## config.mk

```make
export PLATFORM = sky130hd
export DESIGN_NAME = acr_config_regs
export DESIGN_NICKNAME = d
export VERILOG_FILES = /design/src/acr_pkg.sv /design/src/acr_sync.sv /design/src/acr_config_regs.sv
export VERILOG_INCLUDE_DIRS = /design/src
export SDC_FILE = /design/constraint.sdc
export NUM_CORES = 1
export LEC_CHECK = 0
export BUFFER_PORTS_ARGS = -buffer_cell sky130_fd_sc_hd__buf_4
export CAP_MARGIN = 15
export CORE_MARGIN = 1
export CORE_UTILIZATION = 50
export DETAILED_ROUTE_END_ITERATION = 8
export PLACE_DENSITY = 0.77
export SLEW_MARGIN = 0
export SYNTH_ARGS = -nofsm -noshare
export SYNTH_HDL_FRONTEND = slang
export SYNTH_SLANG_ARGS = --single-unit
```

## constraint.sdc

```tcl
create_clock -name mclk_i -period 3.95 [get_ports mclk_i]
set_clock_uncertainty 0.05 [all_clocks]
set_input_delay 0.5925 -clock mclk_i [delete_from_list [all_inputs] [get_ports mclk_i]]
set_output_delay 0.5925 -clock mclk_i [all_outputs]
set_load 0.005 [all_outputs]
```

## src/acr_regs.svh

```systemverilog
/*
  Constants of the converter configuration register bank: select codes,
  field positions, reset values and synchroniser depth.
  Assumes it is included by bare name wherever the fields are decoded.
*/
`ifndef ACR_REGS_SVH
`define ACR_REGS_SVH

// Select codes on {register_select_high, register_select_low}
`define ACR_SEL_FIRST        2'h0
`define ACR_SEL_SECOND       2'h1

// Written word layout
`define ACR_WORD_W           12
`define ACR_DATA_W           10
`define ACR_SEL_MSB          11
`define ACR_SEL_LSB          10

// First control word fields
`define ACR_CW0_REFSEL       0
`define ACR_CW0_RSVD         1
`define ACR_CW0_PWRDN        2
`define ACR_CW0_CFG_LSB      3
`define ACR_CW0_CFG_MSB      7
`define ACR_CW0_TEST_LSB     8
`define ACR_CW0_TEST_MSB     9
`define ACR_CW0_RESET_VAL    10'h020

// Input configuration codes, bits 7..3 of the first word
`define ACR_CFG_POS          5'h00
`define ACR_CFG_NEG          5'h01
`define ACR_CFG_DIFF         5'h04
`define ACR_CFG_SCAN         5'h11

// Second control word fields
`define ACR_CW1_RESET        0
`define ACR_CW1_SRST         1
`define ACR_CW1_RW           6
`define ACR_CW1_BIN          7
`define ACR_CW1_OFFSET       8
`define ACR_CW1_RESET_VAL    10'h030

// Pin synchroniser
`define ACR_SYNC_STAGES      2
`define ACR_PIN_W            16
`define ACR_PIN_IDLE         16'hb000

`endif

```

## src/acr_pkg.sv

```systemverilog
/*
  Types of the converter configuration register bank.
  Assumes nothing of its surroundings; used by scoped names only.
*/
package acr_pkg;

  // Host strobe state, one-hot
  typedef enum logic [2:0] {
    acr_st_idle  = 3'h1,
    acr_st_write = 3'h2,
    acr_st_read  = 3'h4
  } acr_state_t;

  // Decoded input configuration, one-hot
  typedef enum logic [4:0] {
    acr_in_pos  = 5'h01,
    acr_in_neg  = 5'h02,
    acr_in_diff = 5'h04,
    acr_in_scan = 5'h08,
    acr_in_rsvd = 5'h10
  } acr_input_t;

endpackage : acr_pkg

```

## src/acr_sync.sv

```systemverilog
/*
  Two flip-flop synchroniser for a bundle of asynchronous pins.
  Assumes each bit is a slow level; multi-bit coherence comes from the host
  holding data stable around its strobe.
*/
`timescale 1ns/100ps

module acr_sync #(
  parameter int              WIDTH     = 16,
  parameter logic [WIDTH-1:0] RESET_VAL = '0
) (
  // Clock and reset
  input  wire logic             mclk_i,
  input  wire logic             resetn_i,
  // Pins in, synchronised out
  input  wire logic [WIDTH-1:0] pins_i,
  output logic      [WIDTH-1:0] pins_o
);

  logic [WIDTH-1:0] meta_reg;
  logic [WIDTH-1:0] sync_reg;

  // First stage feeds only the second stage
  always_ff @(posedge mclk_i) begin
    if (!resetn_i) begin
      meta_reg <= RESET_VAL;
      sync_reg <= RESET_VAL;
    end else begin
      meta_reg <= pins_i;
      sync_reg <= meta_reg;
    end
  end

  assign pins_o = sync_reg;

endmodule : acr_sync

```

## src/acr_config_regs.sv

```systemverilog
/*
  Write-only configuration register bank of a two-input pipelined converter,
  reached over the parallel host port with two chip selects, write and read.
  Assumes the host holds data and select code stable while its write strobe
  is active, and that conversion data and the conversion tick come from
  logic on mclk_i.
*/
`timescale 1ns/100ps
`include "acr_regs.svh"

module acr_config_regs (
  // Clock and reset
  input  wire logic                     mclk_i,
  input  wire logic                     resetn_i,
  // Host port pins
  input  wire logic                     chip_select_active_low_n_i,
  input  wire logic                     chip_select_active_high_i,
  input  wire logic                     wr_n_i,
  input  wire logic                     rd_n_i,
  input  wire logic                     register_select_low_i,
  input  wire logic                     register_select_high_i,
  input  wire logic [`ACR_DATA_W-1:0]   data_i,
  output logic      [`ACR_DATA_W-1:0]   data_o,
  output logic                          data_oe_o,
  // Conversion side
  input  wire logic                     conv_tick_i,
  input  wire logic [`ACR_DATA_W-1:0]   conv_data_i,
  // First word controls
  output logic                          reference_external_o,
  output logic                          power_down_o,
  output acr_pkg::acr_input_t           input_mode_o,
  output logic                          scan_negative_o,
  output logic      [1:0]               test_source_o,
  // Second word controls
  output logic                          device_reset_o,
  output logic                          sync_reset_o,
  output logic                          rw_combined_o,
  output logic                          output_binary_o,
  output logic                          offset_cal_o
);

  // Decode of bits 7..3 of the first word
  function automatic acr_pkg::acr_input_t decode_input(input logic [4:0] cfg);
    acr_pkg::acr_input_t mode;
    mode = acr_pkg::acr_in_rsvd;
    case (cfg)
      `ACR_CFG_POS:  mode = acr_pkg::acr_in_pos;
      `ACR_CFG_NEG:  mode = acr_pkg::acr_in_neg;
      `ACR_CFG_DIFF: mode = acr_pkg::acr_in_diff;
      `ACR_CFG_SCAN: mode = acr_pkg::acr_in_scan;
      default:       mode = acr_pkg::acr_in_rsvd;
    endcase
    return mode;
  endfunction : decode_input

  logic [`ACR_PIN_W-1:0]   pins_raw;
  logic [`ACR_PIN_W-1:0]   pins_s;
  logic                    cs_low_n_s;
  logic                    cs_high_s;
  logic                    wr_n_s;
  logic                    rd_n_s;
  logic [`ACR_WORD_W-1:0]  bus_word;
  logic                    chip_sel;
  logic                    wr_act;
  logic                    rd_act;
  logic                    commit;
  logic [1:0]              commit_sel;
  acr_pkg::acr_state_t     state_reg;
  acr_pkg::acr_state_t     state_next;
  logic [`ACR_WORD_W-1:0]  word_reg;
  logic [`ACR_DATA_W-1:0]  cw0_reg;
  logic [`ACR_DATA_W-1:0]  cw1_reg;
  acr_pkg::acr_input_t     input_mode_reg;
  logic                    scan_neg_reg;
  logic [`ACR_DATA_W-1:0]  data_out_reg;
  logic                    data_oe_reg;

  // Every host pin crosses into mclk_i through two flip-flops
  assign pins_raw = {chip_select_active_low_n_i, chip_select_active_high_i, wr_n_i, rd_n_i,
                     register_select_high_i, register_select_low_i, data_i};

  acr_sync #(
    .WIDTH     (`ACR_PIN_W),
    .RESET_VAL (`ACR_PIN_IDLE)
  ) u_pin_sync (
    .mclk_i   (mclk_i),
    .resetn_i (resetn_i),
    .pins_i   (pins_raw),
    .pins_o   (pins_s)
  );

  // Unpack the synchronised pins
  assign cs_low_n_s = pins_s[15];
  assign cs_high_s  = pins_s[14];
  assign wr_n_s     = pins_s[13];
  assign rd_n_s     = pins_s[12];
  assign bus_word   = pins_s[`ACR_WORD_W-1:0];

  // internal strobes
  // The last input to become valid opens a strobe, the first to drop ends it.
  // In combined mode the write pin carries the direction and read is unused.
  assign chip_sel = !cs_low_n_s && cs_high_s;
  always_comb begin
    if (cw1_reg[`ACR_CW1_RW]) begin
      wr_act = chip_sel && !wr_n_s;
      rd_act = chip_sel && wr_n_s;
    end else begin
      wr_act = chip_sel && !wr_n_s && rd_n_s;
      rd_act = chip_sel && !rd_n_s && wr_n_s;
    end
  end

  // Strobe state machine
  always_comb begin
    state_next = state_reg;
    case (state_reg)
      acr_pkg::acr_st_idle: begin
        if (wr_act) begin
          state_next = acr_pkg::acr_st_write;
        end else if (rd_act) begin
          state_next = acr_pkg::acr_st_read;
        end
      end
      acr_pkg::acr_st_write: begin
        if (!wr_act) begin
          state_next = acr_pkg::acr_st_idle;
        end
      end
      acr_pkg::acr_st_read: begin
        if (!rd_act) begin
          state_next = acr_pkg::acr_st_idle;
        end
      end
      default: state_next = acr_pkg::acr_st_idle;
    endcase
  end

  always_ff @(posedge mclk_i) begin
    if (!resetn_i) begin
      state_reg <= acr_pkg::acr_st_idle;
    end else begin
      state_reg <= state_next;
    end
  end

  // word capture
  // Sampled on every write strobe cycle so the last stable word is committed
  always_ff @(posedge mclk_i) begin
    if (!resetn_i) begin
      word_reg <= '0;
    end else if (wr_act) begin
      word_reg <= bus_word;
    end
  end

  // Commit at the end of the strobe, when the word has settled
  assign commit     = (state_reg == acr_pkg::acr_st_write) && !wr_act;
  assign commit_sel = word_reg[`ACR_SEL_MSB:`ACR_SEL_LSB];

  // first word store, reset value
  // While the second word holds the device in reset the first stays at reset.
  // Unused select codes are ignored.
  always_ff @(posedge mclk_i) begin
    if (!resetn_i) begin
      cw0_reg <= `ACR_CW0_RESET_VAL;
    end else if (commit && commit_sel == `ACR_SEL_SECOND && word_reg[`ACR_CW1_RESET]) begin
      cw0_reg <= `ACR_CW0_RESET_VAL;
    end else if (commit && commit_sel == `ACR_SEL_FIRST && !cw1_reg[`ACR_CW1_RESET]) begin
      cw0_reg <= word_reg[`ACR_DATA_W-1:0];
    end
  end

  // second word store
  // A reset request restores all fields but keeps the reset bit itself
  always_ff @(posedge mclk_i) begin
    if (!resetn_i) begin
      cw1_reg <= `ACR_CW1_RESET_VAL;
    end else if (commit && commit_sel == `ACR_SEL_SECOND) begin
      if (word_reg[`ACR_CW1_RESET]) begin
        cw1_reg <= `ACR_CW1_RESET_VAL | 10'h001;
      end else begin
        cw1_reg <= word_reg[`ACR_DATA_W-1:0];
      end
    end
  end

  // input decode
  // Reserved codes map to their own state rather than a valid one
  always_ff @(posedge mclk_i) begin
    if (!resetn_i) begin
      input_mode_reg <= acr_pkg::acr_in_diff;
    end else begin
      input_mode_reg <= decode_input(cw0_reg[`ACR_CW0_CFG_MSB:`ACR_CW0_CFG_LSB]);
    end
  end

  // autoscan alternation
  // Starts on the positive input and flips on each conversion tick
  always_ff @(posedge mclk_i) begin
    if (!resetn_i) begin
      scan_neg_reg <= 1'b0;
    end else if (input_mode_reg != acr_pkg::acr_in_scan) begin
      scan_neg_reg <= 1'b0;
    end else if (conv_tick_i) begin
      scan_neg_reg <= !scan_neg_reg;
    end
  end

  // read path
  // Not gated by power down, so the port stays usable while the core sleeps
  always_ff @(posedge mclk_i) begin
    if (!resetn_i) begin
      data_oe_reg  <= 1'b0;
      data_out_reg <= '0;
    end else begin
      data_oe_reg <= rd_act;
      if (rd_act) begin
        data_out_reg <= conv_data_i;
      end
    end
  end

  assign reference_external_o = cw0_reg[`ACR_CW0_REFSEL];
  assign power_down_o         = cw0_reg[`ACR_CW0_PWRDN];
  assign test_source_o        = cw0_reg[`ACR_CW0_TEST_MSB:`ACR_CW0_TEST_LSB];
  assign input_mode_o         = input_mode_reg;
  assign scan_negative_o      = scan_neg_reg;

  // Second word outputs
  assign device_reset_o  = cw1_reg[`ACR_CW1_RESET];
  assign sync_reset_o    = cw1_reg[`ACR_CW1_SRST];
  assign rw_combined_o   = cw1_reg[`ACR_CW1_RW];
  assign output_binary_o = cw1_reg[`ACR_CW1_BIN];
  assign offset_cal_o    = cw1_reg[`ACR_CW1_OFFSET];

  // Host data bus
  assign data_o    = data_out_reg;
  assign data_oe_o = data_oe_reg;
endmodule : acr_config_regs

```

==> results of run 1 <==
## area by class of cell
class | instances | area [sq um]
inverter | 1 | 3.75
sequential | 78 | 1560
tap | 70 | 87.6
fill | 425 | 1820
clock buffer | 13 | 159
clock inverter | 3 | 90.1
timing repair buffer | 54 | 405
multi-input combinational | 160 | 1110
## final timing paths
path	start	end	slack, ns
max	u_pin_sync.pins_o[13]$_SDFF_PN1_	cw0_reg[5]$_SDFFE_PP1P_	1.91
min	u_pin_sync.meta_reg[12]$_SDFF_PN1_	u_pin_sync.pins_o[12]$_SDFF_PN1_	0.35
max reg2reg	u_pin_sync.pins_o[13]$_SDFF_PN1_	cw0_reg[5]$_SDFFE_PP1P_	1.91
min reg2reg	u_pin_sync.meta_reg[12]$_SDFF_PN1_	u_pin_sync.pins_o[12]$_SDFF_PN1_	0.35
## cells in the mapped netlist
library cell  number  area share
dfxtp_1           78        0.56
and2_1            27       0.061
nor2b_1           24       0.054
mux2i_1           20       0.072
nand3_1           14       0.025
o21ai_1           12       0.022
a21oi_2           10       0.031
nand2_1           10       0.013
clkbuf_1           8       0.011
nand2b_1           7       0.016
buf_6              5       0.020
a21boi_1           3      0.0081
a21oi_1            2      0.0036
and3_1             2      0.0045
buf_4              2      0.0054
nand3b_1           2      0.0054
nor2_1             2      0.0027
nor3_1             2      0.0036
nor3b_1            2      0.0054
o21ai_2            2      0.0063
xnor2_1            2      0.0063
xor2_1             2      0.0063
a2bb2oi_1          1      0.0031
and4b_1            1      0.0036
buf_2              1      0.0018
inv_1              1      0.0013
mux2_1             1      0.0040
nor2_2             1      0.0022
nor2_8             1      0.0072
nor4b_1            1      0.0031
nor4b_2            1      0.0054
o2111ai_1          1      0.0031
o211ai_2           1      0.0045
o21a_1             1      0.0027
o2bb2ai_1          1      0.0031
o31a_1             1      0.0031
or2_1              1      0.0022
or3b_1             1      0.0031
or4b_1             1      0.0036
## power by group through the flow
stage                     clock network (mW)  registers [mW]  logic [mW]
final                                  0.716           0.805      0.0478
after detailed placement                   0           0.823      0.0484
after CTS                              0.733           0.805      0.0489
after floorplan                            0           0.822      0.0256
after global routing                   0.763           0.806      0.0532
after global placement                     0           0.823      0.0482
## metrics by stage
stage	instances	cell area, sq um	hold WS [ns]
global route	379	3420	0.386
CTS	379	3420	0.357
floorplan	255	2790	0.336
global placement	363	3170	0.341
detailed placement	363	3170	0.343
finish	379	3420	0.353
## cell usage in the layout (no fill, tap or decap), types with 2 or more instances in the layout
cell and instances:
mux2i_1 20, nand3_1 14, a21oi_2 10, xor2_1 2, nor3_1 2, nor2_1 2, nand3b_1 2, buf_4 54
nor2b_1 24, clkbuf_1 2, xnor2_1 2, clkbuf_8 11, o21ai_1 12, nand2b_1 7, o21ai_2 2, and3_1 2
and2_1 27, dfxtp_1 78, nor3b_1 2, bufinv_16 3, nand2_1 10, a21oi_1 2, a21boi_1 3
## worst register-to-register path, stage by stage (launching register included)
cell and delay [ns]:
dfxtp_1 0.35, or3b_1 0.56, o21ai_2 0.43, o21ai_2 0.30, nand3b_1 0.25
## metal layers
layer,GRT usage,up-vias,part of all wire
met5,0,-,0
met4,0.0923,0,0.023
met3,0.0583,7,0.052
met2,0.250,44,0.45
met1,0.195,761,0.47
li1,-,951,-
## kinds of logic (layout without fill, tap and decap cells)
| family | after synthesis | count (layout) | share of synthesized area |
|---|---|---|---|
| compound gates | 35 | 35 | 0.0907 |
| xor+xnor | 4 | 4 | 0.0126 |
| buf+inv | 17 | 71 | 0.0395 |
| flops | 78 | 78 | 0.560 |
| mux | 21 | 21 | 0.0759 |
| simple gates | 100 | 100 | 0.221 |
==> reports/metrics.yaml, run 1 <==
status: "finished, final reports clean"
cp.depth: 4
htreeDepth: 3
period_share: 0.517
peakVddDrop_mv: 0.261
clockPowerShare: 0.456
finalHoldViolations: 0
wl_per_cell_um: 11.4
setup_viol: 0
arrival_ns: 2.22
utilization: 0.653
p_leak_nw: 1.31
min_path_type: "flop to flop"
tns_ns: 0
worst_pin_slew_ns: 0.744
postCtsHoldBufs: 0
ff2ff_path_depth: 4
drt_wl_total_um: 4330
cts_inserted_buffers: 9
synth_area_sq_mm: 0.00279
cts-root-buf: "clkbuf_8"
cts_resized: 0
power_density_mw_per_mm2: 458
path_cells: "or3b_1 > o21ai_2 > o21ai_2 > nand3b_1"
vias_per_cell: 4.65
gp_congestion: 0.767
ys_ff_latch: 78
path_buf_inv: 0
grt_max_degree: 64
clock_sinks: 78
syn-instance-count: 255
cts_setup_buffers: 0
antenna_left: 0
die_y_um: 76.7
worstSkewPairLatency_ns: 0.34
clk_path_buf_depth: 2
die_w_um: 76.7
endpoint_kind: "flop"
ios: 55
combPwrFrac: 0.030
switchingPower_mw: 0.282
cp.required_ns: 4.13
drive_above_1_share: 0.272
num_vias: 1763
finalPower_mw: 1.57
port_buffers: 54
fin_nets: 333
antenna_found_initial: 0
swShare: 0.180
coreArea_sq_mm: 0.00524
worst-setup-path-type: "flop to flop"
cpPeakStageDelay_ns: 0.56
final_max_slew_viol_count: 0
yosys.cell_types.count: 39
fmax_mhz: 489
dr.pass1.iters: 4
max-slew-margin-rel: 0.504
drv_cap: 0
track_usage: 0.162
syn_nets: 284
crit_family: "simple AND/OR/NAND/NOR gates"
fin_crit_ns: 2.04
synth_area_per_cell_sq_um: 10.9
grt_pass1_wl_um: 7200
grt.overflow.total: 0
start_util: 0.532
critPathLaunchType: "flop"
setup_slack_ns: 1.91
p_int_mw: 1.29
yosys_warnings: 0
grt_pass1_vias: 1564
seq_power_share: 0.513
rows: 26
path_clk_slew_ns: 0.07
antennaDiodeCount: 0
slowest_stage: "or3b_1"
cts_tree: "yes"
dr.first_iter.drc_count: 111
rsz0062_at_grt: "false"
dieArea_sq_mm: 0.00588
cpMostUsedCell: "o21ai_2"
ys_seq_area_frac: 0.560
whs_path_depth: 1
drc: 0
pre_cts_ws_ns: 1.91
dpl.hpwl_um: 2920
crit_fanout: 13
syn_to_final_growth_pct: 22.8
No activity file was read; power rests on OpenSTA's default activity.
==> run 2, diff against run 1 <==
Clock period 3.95 ns to 2 ns, I/O delays scaled along.
==> reports/metrics.yaml, run 2 (synthesis gave the netlist of run 1 again) <==
grt_pass1_vias: 1662
path_clk_slew_ns: 0.07
critPathLaunch: "u_pin_sync.pins_o[13]$_SDFF_PN1_"
rsz0062_at_grt: "false"
tns_ns: 0
die_w_um: 76.7
syn_to_final_growth_pct: 22.7
worst_pin_slew_ns: 0.548
layout_commonest_cell: "dfxtp_1"
cpMostUsedCell: "o21ai_2"
worstSkewPairLatency_ns: 0.33
combPwrFrac: 0.035
clockPowerShare: 0.408
antennaDiodeCount: 0
antenna_left: 0
fmax_mhz: 571
hold_path_startpoint: "chip_select_active_low_n_i"
drc: 0
clock_sinks: 78
critPathLaunchType: "flop"
track_usage: 0.172
cp.required_ns: 2.18
cts_tree: "yes"
port_buffers: 54
path_buf_inv: 1
peakVddDrop_mv: 0.562
fin_nets: 339
die_y_um: 76.7
power_density_mw_per_mm2: 836
dieArea_sq_mm: 0.00588
dr.first_iter.drc_count: 84
gp_congestion: 0.797
grt_max_degree: 33
finalHoldViolations: 0
nFillCells: 412
crit_family: "compound AO/OA/AOI/OAI gates"
p_int_mw: 2.29
min_path_type: "input port to flop"
status: "finished, final reports clean"
htreeDepth: 3
rows: 26
vias_per_cell: 4.72
antenna_found_initial: 0
drt_wl_total_um: 4670
worst-setup-path-type: "flop to flop"
dpl.hpwl_um: 3170
arrival_ns: 1.93
num_vias: 1819
cts-root-buf: "clkbuf_8"
swShare: 0.199
path_cells: "or3b_1 > o21ai_2 > o21ai_2 > buf_4 > a21oi_2"
regArea_sq_mm: 0.00156
switchingPower_mw: 0.569
grt_pass1_wl_um: 7690
placed_cell_area_sq_mm: 0.00322
p_leak_nw: 1.32
cts_setup_buffers: 0
multi_input_area_sq_mm: 0.00111
ios: 55
wl_per_cell_um: 12.1
drv_cap: 0
cts_resized: 0
crit_fanout: 10
drive_above_1_share: 0.286
coreArea_sq_mm: 0.00524
setup_viol: 0
postCtsHoldBufs: 0
slowest_stage: "o21ai_2"
period_share: 0.875
max-slew-margin-rel: 0.634
grt.overflow.total: 0
r2r-start: "u_pin_sync.pins_o[13]$_SDFF_PN1_"
cpPeakStageDelay_ns: 0.44
final_cell_mix: "dfxtp_1, buf_4, and2_1, nor2b_1, mux2i_1"
final_max_slew_viol_count: 0
fin_crit_ns: 1.75
final_area_sq_mm: 0.00342
clk_path_buf_depth: 2
endpoint_kind: "flop"
start_util: 0.532
dr.pass1.iters: 4
seq_power_share: 0.556
cts_inserted_buffers: 9
run 2: cell types whose count changed in the layout (fill, tap and decap cells not counted), sizes merged:
cell,change
buf,+6
bufinv,-2
clkinv,+1
clkinvlp,+1
run 2: worst register-to-register path: stages (launching register included):
cell and delay, ns:
dfxtp_1 0.39, or3b_1 0.38, o21ai_2 0.11, o21ai_2 0.44
buf_4 0.25, a21oi_2 0.04
run 2: worst paths after layout:
path	cells past startpoint	end	slack [ns]
min	2	u_pin_sync.meta_reg[15]$_SDFF_PN1_	0.1
max reg2reg	5	cw0_reg[3]$_SDFFE_PP0P_	0.25
min reg2reg	1	u_pin_sync.pins_o[12]$_SDFF_PN1_	0.36
max	5	cw0_reg[3]$_SDFFE_PP0P_	0.25
run 2: layout make-up:
class	count	area share
sequential	78	0.457
clock buffer	13	0.0465
tap	70	0.0256
multi-input combinational	160	0.326
timing repair buffer	60	0.132
inverter	1	0.00110
clock inverter	3	0.0124
run 2: power by group through the flow:
stage	registers, mW	logic [mW]	clock network [mW]
after floorplan	1.62	0.0506	0
after global placement	1.63	0.101	0
after detailed placement	1.63	0.103	0
after CTS	1.59	0.103	1.19
after global routing	1.59	0.112	1.26
final	1.59	0.101	1.17
run 2: per-stage QoR:
stage	instances	total power [mW]	setup slack, ns	hold slack [ns]	util
after global routing	385	2.96	0.0946	0.0857	0.653
after detailed placement	369	1.73	0.255	0.347	0.614
after global placement	369	1.73	0.307	0.339	0.614
final	385	2.86	0.250	0.0980	0.653
after floorplan	255	1.67	0.504	0.336	-
after CTS	385	2.89	0.243	0.0875	0.653
run 2: routing by layer:
| layer | part of all wire | global-route usage | wire length (um) | up-vias |
|---|---|---|---|---|
| li1 | - | - | - | 963 |
| met1 | 0.48 | 0.217 | 2230 | 804 |
| met2 | 0.46 | 0.262 | 2130 | 46 |
| met3 | 0.047 | 0.0476 | 219 | 6 |
| met4 | 0.019 | 0.100 | 91 | 0 |
| met5 | 0 | 0 | 0 | - |
==> run 3, diff against run 2 <==
--- a/config.mk
+++ b/config.mk
@@ -12,5 +12,5 @@
 export CORE_UTILIZATION = 50
 export DETAILED_ROUTE_END_ITERATION = 8
-export PLACE_DENSITY = 0.77
+export PLACE_DENSITY = 0.74
 export SLEW_MARGIN = 0
 export SYNTH_ARGS = -nofsm -noshare
--- a/constraint.sdc
+++ b/constraint.sdc
@@ -3,3 +3,3 @@
 set_input_delay 0.3 -clock mclk_i [delete_from_list [all_inputs] [get_ports mclk_i]]
 set_output_delay 0.3 -clock mclk_i [all_outputs]
-set_load 0.005 [all_outputs]
+set_load 0.1 [all_outputs]
==> reports/metrics.yaml, run 3 (synthesis gave the netlist of run 1 again) <==
cp.required_ns: 2.19
top_usage_layer: "met2"
regArea_sq_mm: 0.00156
cts_resized: 0
die_w_um: 76.7
use_met1: 0.212
swShare: 0.193
final_max_slew_viol_count: 0
crit_fanout: 13
grt_pass1_vias: 1759
ios: 55
antennaDiodeCount: 0
nFillCells: 428
peakVddDrop_mv: 0.539
worstSkewPairLatency_ns: 0.34
rsz0062_at_grt: "false"
setup_viol: 0
fmax_mhz: 580
drc: 0
cts_setup_buffers: 0
critPathLaunchType: "flop"
cts_inserted_buffers: 9
seq_power_share: 0.534
grt_max_degree: 46
p_leak_nw: 1.33
syn_to_final_growth_pct: 23.2
clock_sinks: 78
drt_wl_total_um: 4480
fin_nets: 338
use_met2: 0.264
finalHoldViolations: 0
die_y_um: 76.7
fin_crit_ns: 1.72
final_area_sq_mm: 0.00343
final_cell_mix: "dfxtp_1, buf_4, and2_1, nor2b_1, mux2i_1"
port_buffers: 54
layout_commonest_cell: "dfxtp_1"
switchingPower_mw: 0.575
p_int_mw: 2.41
drv_cap: 0
postCtsHoldBufs: 0
vias_per_cell: 4.86
min_path_type: "input port to flop"
track_usage: 0.174
period_share: 0.862
path_clk_slew_ns: 0.08
cts_tree: "yes"
dr.pass1.iters: 4
cts-root-buf: "clkbuf_8"
arrival_ns: 1.91
max-slew-margin-rel: 0.631
wl_per_cell_um: 11.7
combPwrFrac: 0.034
rows: 26
start_util: 0.532
coreArea_sq_mm: 0.00524
placed_cell_area_sq_mm: 0.00321
antenna_found_initial: 0
dpl.hpwl_um: 3050
dieArea_sq_mm: 0.00588
htreeDepth: 3
grt_pass1_wl_um: 7890
worst_pin_slew_ns: 0.551
use_met3: 0.0488
power_density_mw_per_mm2: 868
gp_congestion: 0.809
endpoint_kind: "flop"
antenna_left: 0
dr.first_iter.drc_count: 132
grt.overflow.total: 0
worst-setup-path-type: "flop to flop"
drive_above_1_share: 0.288
tns_ns: 0
multi_input_area_sq_mm: 0.00111
num_vias: 1861
clk_path_buf_depth: 2
status: "finished, final reports clean"
clockPowerShare: 0.432
==> run 3: final cells by class <==
| class | instances | area share |
|---|---|---|
| Inverter | 1 | 0.00109 |
| Timing Repair Buffer | 59 | 0.129 |
| Clock buffer | 11 | 0.0441 |
| Clock inverter | 4 | 0.0204 |
| Tap cell | 70 | 0.0255 |
| Sequential cell | 78 | 0.455 |
| Multi-Input combinational cell | 160 | 0.325 |
==> run 3: through the flow <==
step	utilization	setup slack, ns	cells	hold slack [ns]	power, mW
after global routing	0.655	0.184	383	0.0867	3.10
after floorplan	-	0.00484	255	0.336	1.68
after detailed placement	0.613	0.307	368	0.350	1.73
final	0.655	0.277	383	0.0861	2.98
after CTS	0.655	0.287	383	0.0744	3.00
after global placement	0.613	0.354	368	0.339	1.73
==> run 3: worst paths after layout <==
check                                      from                                 end  slack [ns]  cells after the start
min reg2reg  u_pin_sync.meta_reg[13]$_SDFF_PN1_    u_pin_sync.pins_o[13]$_SDFF_PN1_        0.36                      1
min                                      rd_n_i  u_pin_sync.meta_reg[12]$_SDFF_PN1_        0.09                      2
max reg2reg    u_pin_sync.pins_o[13]$_SDFF_PN1_             cw1_reg[1]$_SDFFE_PN0P_        0.28                      4
max            u_pin_sync.pins_o[13]$_SDFF_PN1_             cw1_reg[1]$_SDFFE_PN0P_        0.28                      4
==> run 3: power groups by stage <==
| stage | clock (mW) | combinational [mW] | sequential [mW] |
|---|---|---|---|
| after floorplan | 0 | 0.0506 | 1.63 |
| after global placement | 0 | 0.102 | 1.63 |
| after detailed placement | 0 | 0.103 | 1.63 |
| after CTS | 1.31 | 0.103 | 1.59 |
| after global routing | 1.40 | 0.111 | 1.59 |
| final | 1.29 | 0.101 | 1.59 |
==> run 3: metal layers <==
metal | wire length [um] | up-vias | part of all wire
met5 | 0 | - | 0
met4 | 101 | 0 | 0.023
met3 | 251 | 9 | 0.056
met2 | 2010 | 49 | 0.45
met1 | 2110 | 840 | 0.47
li1 | - | 963 | -
==> run 3: worst max-delay path, cell delays in order (launching register included) <==
cell and delay [ns]:
dfxtp_1 0.35, or3b_1 0.57, o21a_1 0.40, nand3_1 0.17, a21oi_1 0.08
